### src/verilog/iqc_consts.svh
// register offsets, field positions and reset values of the
// invalidation queue setup registers; assumes byte addressing on a
// 32-bit classic Wishbone slave with word-aligned registers
`ifndef IQC_CONSTS_SVH
`define IQC_CONSTS_SVH

`define IQC_ADR_W          8
`define IQC_OFS_HEAD_LO    8'h80
`define IQC_OFS_HEAD_HI    8'h84
`define IQC_OFS_TAIL_LO    8'h88
`define IQC_OFS_TAIL_HI    8'h8C
`define IQC_OFS_QADDR_LO   8'h90
`define IQC_OFS_QADDR_HI   8'h94
`define IQC_OFS_WSTAT      8'h9C
`define IQC_OFS_EVCTL      8'hA0
`define IQC_OFS_CTRL       8'hB0
`define IQC_OFS_QSTAT      8'hB4
`define IQC_OFS_IRQ_STS    8'hB8
`define IQC_OFS_IRQ_MASK   8'hBC

`define IQC_QSIZE_MSB      2
`define IQC_QSIZE_LSB      0
`define IQC_BASE_LSB       12
`define IQC_PTR_MSB        18
`define IQC_PTR_LSB        4
`define IQC_WC_BIT         0
`define IQC_EVPEND_BIT     30
`define IQC_EVMASK_BIT     31
`define IQC_CTRL_EN_BIT    0
`define IQC_QSTAT_FEAT_BIT 0
`define IQC_QSTAT_EMPT_BIT 1
`define IQC_QSTAT_EN_BIT   2
`define IQC_EV_WAIT_BIT    0
`define IQC_EV_DRAIN_BIT   1

`define IQC_ENTRY_EXP_BASE 4'h8
`define IQC_EVMASK_RST     1'b1
`define IQC_IRQ_MASK_RST   2'h3

`endif

### src/verilog/iqc_pkg.sv
// types shared by the invalidation queue register block;
// constants live in iqc_consts.svh
package iqc_pkg;
  `include "iqc_consts.svh"

  typedef logic [2:0]  iqc_qsize_t;
  typedef logic [14:0] iqc_ptr_t;

  typedef struct packed {
    logic                   cyc;
    logic                   stb;
    logic                   we;
    logic [`IQC_ADR_W-1:0]  adr;
    logic [3:0]             sel;
    logic [31:0]            dat;
  } iqc_wb_req_s;

  typedef struct packed {
    logic        ack;
    logic [31:0] dat;
  } iqc_wb_rsp_s;

  typedef struct packed {
    logic                   wr;
    logic [`IQC_ADR_W-1:0]  adr;
    logic [3:0]             sel;
    logic [31:0]            dat;
  } iqc_reg_acc_s;

  typedef enum logic [0:0] {
    IQC_BUS_IDLE = 1'b0,
    IQC_BUS_ACK  = 1'b1
  } iqc_bus_st_e;

  typedef struct packed {
    iqc_bus_st_e st;
    logic [31:0] dat;
  } iqc_bus_state_s;

  typedef struct packed {
    iqc_ptr_t head;
  } iqc_head_state_s;

  typedef struct packed {
    logic [51:0] base;
    iqc_qsize_t  qsize;
    iqc_ptr_t    tail;
    logic        en;
    logic        wc;
    logic        ev_mask;
    logic        ev_pend;
    logic [1:0]  irq_sts;
    logic [1:0]  irq_mask;
  } iqc_cfg_state_s;

  // entries = 2^(size+8), so the index mask is that minus one
  function automatic iqc_ptr_t iqc_entry_mask(input iqc_qsize_t qsize);
    logic [15:0] full;
    full = 16'h0001 << ({1'b0, qsize} + `IQC_ENTRY_EXP_BASE);
    return iqc_ptr_t'(full - 16'h0001);
  endfunction : iqc_entry_mask

  function automatic iqc_ptr_t iqc_wrap_inc(input iqc_ptr_t   ptr,
                                            input iqc_qsize_t qsize);
    return iqc_ptr_t'(ptr + 15'h0001) & iqc_entry_mask(qsize);
  endfunction : iqc_wrap_inc

  function automatic logic [31:0] iqc_merge(input logic [31:0] old_v,
                                            input logic [31:0] new_v,
                                            input logic [3:0]  sel);
    logic [31:0] res;
    res = old_v;
    for (int i = 0; i < 4; i++)
      if (sel[i])
        res[8*i +: 8] = new_v[8*i +: 8];
    return res;
  endfunction : iqc_merge
endpackage : iqc_pkg

### src/verilog/iqc_wb_slave.sv
// classic Wishbone slave front end: acks one cycle after a request
// is seen and applies writes at the edge where ack is sampled;
// assumes the master holds the request until it sees ack
`timescale 1ns/10ps
module iqc_wb_slave
  (
    // clock and reset
    input  logic               mclk,
    input  logic               rst_n,
    // wishbone side
    input  iqc_pkg::iqc_wb_req_s  bus_req,
    output iqc_pkg::iqc_wb_rsp_s  bus_rsp,
    // register file side
    input  logic [31:0]        rd_data,
    output iqc_pkg::iqc_reg_acc_s acc
  );
  import iqc_pkg::*;

  iqc_bus_state_s st_ff;
  iqc_bus_state_s nxt_st;
  logic           req;

  assign req = bus_req.cyc && bus_req.stb;

  always_comb
  begin
    nxt_st = st_ff;
    case (st_ff.st)
      IQC_BUS_IDLE:
      begin
        // read data is captured here so it stays stable under ack
        if (req)
        begin
          nxt_st.st  = IQC_BUS_ACK;
          nxt_st.dat = rd_data;
        end
      end
      IQC_BUS_ACK:
        nxt_st.st = IQC_BUS_IDLE;
      default:
        nxt_st.st = IQC_BUS_IDLE;
    endcase
  end

  always_ff @(posedge mclk)
  begin
    if (!rst_n)
      st_ff <= '0;
    else
      st_ff <= nxt_st;
  end

  assign bus_rsp.ack = (st_ff.st == IQC_BUS_ACK) && req;
  assign bus_rsp.dat = st_ff.dat;
  assign acc.wr      = (st_ff.st == IQC_BUS_ACK) && req && bus_req.we;
  assign acc.adr     = bus_req.adr;
  assign acc.sel     = bus_req.sel;
  assign acc.dat     = bus_req.dat;
endmodule : iqc_wb_slave

### src/verilog/iqc_head_ptr.sv
// descriptor fetch pointer of the invalidation queue;
// assumes adv is only raised while the queue is enabled and not empty
`timescale 1ns/10ps
module iqc_head_ptr
  (
    // clock and reset
    input  logic               mclk,
    input  logic               rst_n,
    // control
    input  logic               clr,
    input  logic               adv,
    input  iqc_pkg::iqc_qsize_t qsize,
    // state
    output iqc_pkg::iqc_ptr_t  head
  );
  import iqc_pkg::*;

  iqc_head_state_s st_ff;
  iqc_head_state_s nxt_st;

  always_comb
  begin
    nxt_st = st_ff;
    if (clr)
      nxt_st.head = '0;
    else if (adv)
      nxt_st.head = iqc_wrap_inc(st_ff.head, qsize);
  end

  always_ff @(posedge mclk)
  begin
    if (!rst_n)
      st_ff <= '0;
    else
      st_ff <= nxt_st;
  end

  assign head = st_ff.head;
endmodule : iqc_head_ptr

### src/verilog/iqc_regs.sv
// setup and completion-status registers of a queued invalidation
// unit, reached over classic Wishbone; assumes the descriptor engine
// pulses desc_fetch per consumed entry and wait_done per completed
// wait descriptor that asked for an interrupt
`timescale 1ns/10ps
`include "iqc_consts.svh"

// How it works
// - unsupported feature makes queue registers read zero, except the empty bit at 0xB4, which reads one
// - queue address write zeroes head and tail
// - base address in bits 63:12, 11:3 zero
// - base bits at or above address width ignored
// - base reads back last written implemented bits
// - size code X means 2^X pages
// - queue holds 2^(X+8) entries for wrapping
// - wait-complete flag set by hardware, write-one clears
// - without the feature the flag stays zero
// - head offset cleared while queue is disabled
// - new flag set raises pending, not if already set
// - mask withholds event message, pending kept
module iqc_regs
  #(
    parameter bit QI_SUPPORTED    = 1'b1,
    parameter int HOST_ADDR_WIDTH = 48
  )
  (
    // clock and reset
    input  logic                  mclk,
    input  logic                  rst_n,
    // register bus
    input  iqc_pkg::iqc_wb_req_s  bus_req,
    output iqc_pkg::iqc_wb_rsp_s  bus_rsp,
    // descriptor engine
    input  logic                  desc_fetch,
    input  logic                  wait_done,
    output logic [51:0]           queue_base_address,
    output iqc_pkg::iqc_qsize_t   queue_size_code,
    output iqc_pkg::iqc_ptr_t     head_offset,
    output iqc_pkg::iqc_ptr_t     tail_offset,
    output logic                  queue_enable,
    output logic                  queue_empty,
    // invalidation event message
    output logic                  evt_msg_valid,
    input  logic                  evt_msg_ready,
    // interrupt
    output logic                  irq
  );
  import iqc_pkg::*;

  // host address width wider than 64 still means all 64 bits
  localparam logic [63:0] ADDR_IMPL =
    (HOST_ADDR_WIDTH >= 64) ? 64'hFFFFFFFFFFFFFFFF :
    ((64'h0000000000000001 << HOST_ADDR_WIDTH) - 64'h0000000000000001);
  localparam logic [51:0] BASE_IMPL = ADDR_IMPL[63:`IQC_BASE_LSB];

  iqc_cfg_state_s cfg_ff;
  iqc_cfg_state_s nxt_cfg;
  iqc_reg_acc_s   acc;
  iqc_ptr_t       head;
  logic [31:0]    rd_data;
  logic [31:0]    wr_merged;
  logic [31:0]    wr_ones;
  logic           wr_qlo;
  logic           wr_qhi;
  logic           wr_tail;
  logic           wr_wstat;
  logic           wr_evctl;
  logic           wr_ctrl;
  logic           wr_ists;
  logic           wr_imask;
  logic           wc_set;
  logic           wc_clr;
  logic           msg_sent;
  logic           head_clr;
  logic           head_adv;
  logic           drained;
  logic [1:0]     ev_hit;

  iqc_wb_slave u_bus
  (
    .mclk    (mclk),
    .rst_n   (rst_n),
    .bus_req (bus_req),
    .bus_rsp (bus_rsp),
    .rd_data (rd_data),
    .acc     (acc)
  );

  iqc_head_ptr u_head
  (
    .mclk  (mclk),
    .rst_n (rst_n),
    .clr   (head_clr),
    .adv   (head_adv),
    .qsize (cfg_ff.qsize),
    .head  (head)
  );

  // read image of the addressed word; write data is merged into it
  always_comb
  begin
    rd_data = 32'h00000000;
    case (acc.adr)
      `IQC_OFS_HEAD_LO:
        rd_data[`IQC_PTR_MSB:`IQC_PTR_LSB] = head;
      `IQC_OFS_TAIL_LO:
        rd_data[`IQC_PTR_MSB:`IQC_PTR_LSB] = cfg_ff.tail;
      `IQC_OFS_QADDR_LO:
      begin
        rd_data[31:`IQC_BASE_LSB] = cfg_ff.base[19:0];
        rd_data[`IQC_QSIZE_MSB:`IQC_QSIZE_LSB] = cfg_ff.qsize;
      end
      `IQC_OFS_QADDR_HI:
        rd_data = cfg_ff.base[51:20];
      `IQC_OFS_WSTAT:
        rd_data[`IQC_WC_BIT] = cfg_ff.wc;
      `IQC_OFS_EVCTL:
      begin
        // the mask resets to one, so it alone must be hidden here
        rd_data[`IQC_EVMASK_BIT] = cfg_ff.ev_mask && QI_SUPPORTED;
        rd_data[`IQC_EVPEND_BIT] = cfg_ff.ev_pend;
      end
      `IQC_OFS_CTRL:
        rd_data[`IQC_CTRL_EN_BIT] = cfg_ff.en;
      `IQC_OFS_QSTAT:
      begin
        rd_data[`IQC_QSTAT_FEAT_BIT] = QI_SUPPORTED;
        rd_data[`IQC_QSTAT_EMPT_BIT] = queue_empty;
        rd_data[`IQC_QSTAT_EN_BIT]   = cfg_ff.en;
      end
      `IQC_OFS_IRQ_STS:
        rd_data[1:0] = cfg_ff.irq_sts;
      `IQC_OFS_IRQ_MASK:
        rd_data[1:0] = cfg_ff.irq_mask;
      default:
        rd_data = 32'h00000000;
    endcase
  end

  assign wr_merged = iqc_merge(rd_data, acc.dat, acc.sel);
  assign wr_ones   = iqc_merge(32'h00000000, acc.dat, acc.sel);

  // writes to queue registers are dropped when the feature is absent
  assign wr_qlo   = QI_SUPPORTED && acc.wr &&
                    (acc.adr == `IQC_OFS_QADDR_LO);
  assign wr_qhi   = QI_SUPPORTED && acc.wr &&
                    (acc.adr == `IQC_OFS_QADDR_HI);
  assign wr_tail  = QI_SUPPORTED && acc.wr &&
                    (acc.adr == `IQC_OFS_TAIL_LO);
  assign wr_wstat = QI_SUPPORTED && acc.wr &&
                    (acc.adr == `IQC_OFS_WSTAT);
  assign wr_evctl = QI_SUPPORTED && acc.wr &&
                    (acc.adr == `IQC_OFS_EVCTL);
  assign wr_ctrl  = QI_SUPPORTED && acc.wr &&
                    (acc.adr == `IQC_OFS_CTRL);
  assign wr_ists  = acc.wr && (acc.adr == `IQC_OFS_IRQ_STS);
  assign wr_imask = acc.wr && (acc.adr == `IQC_OFS_IRQ_MASK);

  assign wc_set   = QI_SUPPORTED && wait_done;
  assign wc_clr   = wr_wstat && wr_ones[`IQC_WC_BIT];
  assign msg_sent = evt_msg_valid && evt_msg_ready;

  // either half of the address register counts as a write to it
  assign head_clr = wr_qlo || wr_qhi || !cfg_ff.en;
  assign head_adv = desc_fetch && cfg_ff.en && !queue_empty;
  assign drained  = head_adv &&
                    (iqc_wrap_inc(head, cfg_ff.qsize) == cfg_ff.tail);

  assign ev_hit[`IQC_EV_WAIT_BIT]  = wc_set;
  assign ev_hit[`IQC_EV_DRAIN_BIT] = drained;

  always_comb
  begin
    nxt_cfg = cfg_ff;

    if (wr_qlo)
    begin
      // low base bits and size; the top bits are masked by width
      nxt_cfg.base[19:0] = wr_merged[31:`IQC_BASE_LSB] &
                           BASE_IMPL[19:0];
      nxt_cfg.qsize = wr_merged[`IQC_QSIZE_MSB:`IQC_QSIZE_LSB];
    end
    if (wr_qhi)
      nxt_cfg.base[51:20] = wr_merged & BASE_IMPL[51:20];

    if (wr_qlo || wr_qhi)
      nxt_cfg.tail = '0;
    else if (wr_tail)
      nxt_cfg.tail = wr_merged[`IQC_PTR_MSB:`IQC_PTR_LSB];

    if (wr_ctrl)
      nxt_cfg.en = wr_merged[`IQC_CTRL_EN_BIT];

    if (wr_evctl)
      nxt_cfg.ev_mask = wr_merged[`IQC_EVMASK_BIT];

    // a completion in the clearing cycle still leaves the flag set
    if (wc_set)
      nxt_cfg.wc = 1'b1;
    else if (wc_clr)
      nxt_cfg.wc = 1'b0;

    // pending rises only on a fresh flag; serviced by the message
    // going out or by software clearing the flag
    if (wc_set && !cfg_ff.wc)
      nxt_cfg.ev_pend = 1'b1;
    else if (msg_sent || (wc_clr && !wc_set))
      nxt_cfg.ev_pend = 1'b0;

    if (wr_imask)
      nxt_cfg.irq_mask = wr_merged[1:0];
    nxt_cfg.irq_sts = (cfg_ff.irq_sts &
                       ~(wr_ists ? wr_ones[1:0] : 2'h0)) | ev_hit;
  end

  always_ff @(posedge mclk)
  begin
    if (!rst_n)
    begin
      cfg_ff          <= '0;
      cfg_ff.ev_mask  <= `IQC_EVMASK_RST;
      cfg_ff.irq_mask <= `IQC_IRQ_MASK_RST;
    end
    else
      cfg_ff <= nxt_cfg;
  end

  assign queue_base_address = cfg_ff.base;
  assign queue_size_code    = cfg_ff.qsize;
  assign head_offset        = head;
  assign tail_offset        = cfg_ff.tail;
  assign queue_enable       = cfg_ff.en;
  assign queue_empty        = (head == cfg_ff.tail);
  // held back while masked; pending stays up until serviced
  assign evt_msg_valid      = cfg_ff.ev_pend && !cfg_ff.ev_mask;
  assign irq                = |(cfg_ff.irq_sts & ~cfg_ff.irq_mask);
endmodule : iqc_regs

### config.mk
export PLATFORM = sky130hd
export DESIGN_NAME = iqc_regs
export DESIGN_NICKNAME = d
export VERILOG_FILES = /design/src/verilog/iqc_pkg.sv /design/src/verilog/iqc_wb_slave.sv /design/src/verilog/iqc_head_ptr.sv /design/src/verilog/iqc_regs.sv
export VERILOG_INCLUDE_DIRS = /design/src /design/src/verilog
export SDC_FILE = /design/constraint.sdc
export NUM_CORES = 1
export LEC_CHECK = 0
export ABC_AREA = 1
export BUFFER_PORTS_ARGS = -buffer_cell sky130_fd_sc_hd__buf_2
export CORE_MARGIN = 2
export CORE_UTILIZATION = 40
export DETAILED_ROUTE_END_ITERATION = 10
export GPL_ROUTABILITY_DRIVEN = 0
export SYNTH_ARGS = -nofsm -noshare
export SYNTH_HDL_FRONTEND = slang
export SYNTH_SLANG_ARGS = --single-unit
### constraint.sdc
create_clock -name mclk -period 4.2 [get_ports mclk]
set_clock_uncertainty 0.2 [all_clocks]
set_input_delay 0.42 -clock mclk [delete_from_list [all_inputs] [get_ports mclk]]
set_output_delay 0.42 -clock mclk [all_outputs]
set_load 0.005 [all_outputs]
==> flow_summary.json <==
{
  "grt_pass1_wl_mm": 29.7,
  "cp.required_ns": 3.58,
  "dieArea_um2": 17300,
  "synth-seq-area-share_pct": 33.8,
  "netlist_area_um2": 6510,
  "hp-class": "in -> reg",
  "cp-start-kind": "flip-flop",
  "tns_ns": 0,
  "io-pin-count": 174,
  "synthDistinctLibCells": 39,
  "dp_slack_ns": 1.56,
  "post_cts_buffers": 0,
  "grt_pass1_vias": 5519,
  "dieHeight_um": 132,
  "p_clk_share_pct": 42.3,
  "p_total_mw": 2.11,
  "overflow": 0,
  "grtUsageTotal_pct": 21.7,
  "die_w_um": 132,
  "worst_setup_path_end_kind": "output pin",
  "core_um2": 15900,
  "drv_slew": 0,
  "routed_via_density": 4.98,
  "power_density_nw_per_um2": 301,
  "initial_core_util_pct": 41.0,
  "initialDrtViolationCount": 459,
  "synthToLayoutAreaGrowth_pct": 7.67,
  "num-fill-cells": 1743,
  "hold_violations": 0,
  "wirelength_mm": 19.1,
  "clk_path_buf_depth": 2,
  "cts_tree": "yes",
  "grt_max_degree": 52,
  "floorplan.rows": 46,
  "fin_nets": 1064,
  "slew_headroom_pct": 33.2,
  "postCtsHoldBufs": 0,
  "multi_input_area_um2": 2970,
  "clk_pin_slew_worst_paths_ns": 0.09,
  "setup_ws_ns": 1.70,
  "antenna_found_initial": 0,
  "postRouteAntennaNets": 0,
  "drv_cap": 0,
  "power_frac_comb_pct": 6.7,
  "tightest_slew_ns": 1.00,
  "pwr-share-seq_pct": 51.0,
  "hpwl_mm": 14.6,
  "syn_inst": 963,
  "seq_area_um2": 2200,
  "wl_per_cell_um": 15.5,
  "yosysWarnings": 0,
  "clkLatencyLatePin_ns": 0.36,
  "numCtsBuffers": 9,
  "vias": 6128,
  "layout_min_cycle_time_ns": 2.50,
  "crit_path_max_fanout": 7,
  "drive_above_1_share_pct": 23.0,
  "vdd_drop_max_mv": 0.192,
  "cts_max_level": 3,
  "synth_seq_cells": 110,
  "switching_power_mw": 0.560,
  "antenna_cells": 0,
  "clockRootBuffer": "clkbuf_16",
  "clkSinkCount": 110,
  "post_cts_resized": 0,
  "io_buffers": 157,
  "arrival_ns": 1.88,
  "p_int_mw": 1.55,
  "rsz0062_at_grt": "no",
  "syn_area_per_cell_um2": 6.76,
  "drcViolationCount": 0,
  "fin_crit_sh_pct": 59.4,
  "p_leak_nw": 3.33,
  "setup_violations": 0,
  "switching_share_pct": 26.6,
  "crit_type": "reg -> out",
  "status": "finished clean",
  "dr.pass1.iters": 5,
  "fmax_ghz": 0.401
}
==> cells in the final DEF (no fill, tap or decap), drive strengths merged, types with 2 or more instances in the layout <==
master	n
o21ai	95
nand3	44
clkinv	5
inv	122
dfxtp	110
o22ai	19
a21oi	87
o31ai	3
conb	16
nor3	6
buf	158
o221ai	11
nand4	8
xor2	3
nor2	83
ha	2
nand2	215
o211ai	2
mux2i	8
clkbuf	9
==> metrics by stage <==
step,utilization (%),hold slack (ns),cells,area (µm²)
2_1_floorplan,-,0.235,978,6560
3_3_place_gp,42.1,0.260,1215,6690
3_5_place_dp,42.1,0.264,1215,6690
4_1_cts,44.1,0.114,1231,7010
5_1_grt,44.1,0.122,1231,7010
6_report,44.1,0.117,1231,7010
==> power groups by stage <==
stage                     clock (mW)  sequential (mW)  combinational [mW]
final                          0.890             1.07               0.142
after floorplan                    0             1.09               0.114
after CTS                      0.904             1.07               0.142
after global routing           0.946             1.08               0.159
after detailed placement           0             1.10               0.142
after global placement             0             1.10               0.141
==> flip-flops by register name, summed over array words and instances, names as in the netlist <==
signal,cells
queue_base_address,36
u_bus.bus_rsp,32
tail_offset,15
u_head.head,15
cfg_ff,7
queue_size_code,3
queue_enable,1
u_bus.st_ff,1
==> final timing paths <==
path | from | slack [ns] | to | cells past startpoint
max reg2reg | u_head.head[0] | 1.81 | cfg_ff[3] | 11
min | bus_req[22] | 0.12 | queue_base_address[10] | 3
max | u_head.head[0] | 1.70 | queue_empty | 9
min reg2reg | cfg_ff[2] | 0.28 | cfg_ff[2] | 2
==> final cells by class <==
cell class | count | area share [%]
inverter | 121 | 6.48
tap | 216 | 3.86
multi-input combinational | 610 | 42.4
sequential | 110 | 31.4
clock inverter | 7 | 1.32
clock buffer | 9 | 3.21
timing repair buffer | 158 | 11.3
==> Yosys cell counts (all sizes together) <==
master   count  share of area [%]
a32o         1               0.15
buf        123                 14
dfxtp      110                 34
mux2i        8                1.2
o41ai        1               0.13
nor2        83                5.4
nor3         6               0.62
o221ai      11                1.5
nand2      215                 13
ha           2               0.38
nor3b        1               0.12
xnor2        1               0.13
o21ai       95                7.3
conb         1              0.058
nand4        8               0.77
nand3b       1               0.12
inv        121                7.0
nand3       44                3.6
xor2         3               0.40
clkbuf      14               0.81
o211ai       2               0.23
o2bb2ai      1               0.13
or2          1              0.096
o22ai       19                1.9
o32ai        1               0.13
o31ai        3               0.35
a21oi       87                6.9
==> routing by layer <==
layer	track usage (%)	vias to the layer above	share of wire, %
met5	0	-	0
met4	6.88	0	2.1
met3	4.09	24	5.7
met2	34.4	212	46
met1	29.7	2780	47
li1	-	3112	-
==> cell families after synthesis <==
group,Yosys count,share of synthesized area [%]
buffers and inverters,258,21.5
DFF,110,33.8
xor gates and xnor gates,4,0.539
AOI/OAI and AO/OA,221,18.7
adders and majority gates,2,0.385
and+or+nand+nor,359,23.7
other,1,0.0576
muxes,8,1.23
==> critical path: stages, from the launching register on <==
cell and delay [ns]:
dfxtp_1 0.52, inv_2 0.11, nand2_1 0.07, nand2_1 0.05
nor2_1 0.12, nand2_1 0.09, nor2_2 0.20, nand2_2 0.12
inv_2 0.11, buf_2 0.13
Power figures use the tool's default switching activity.
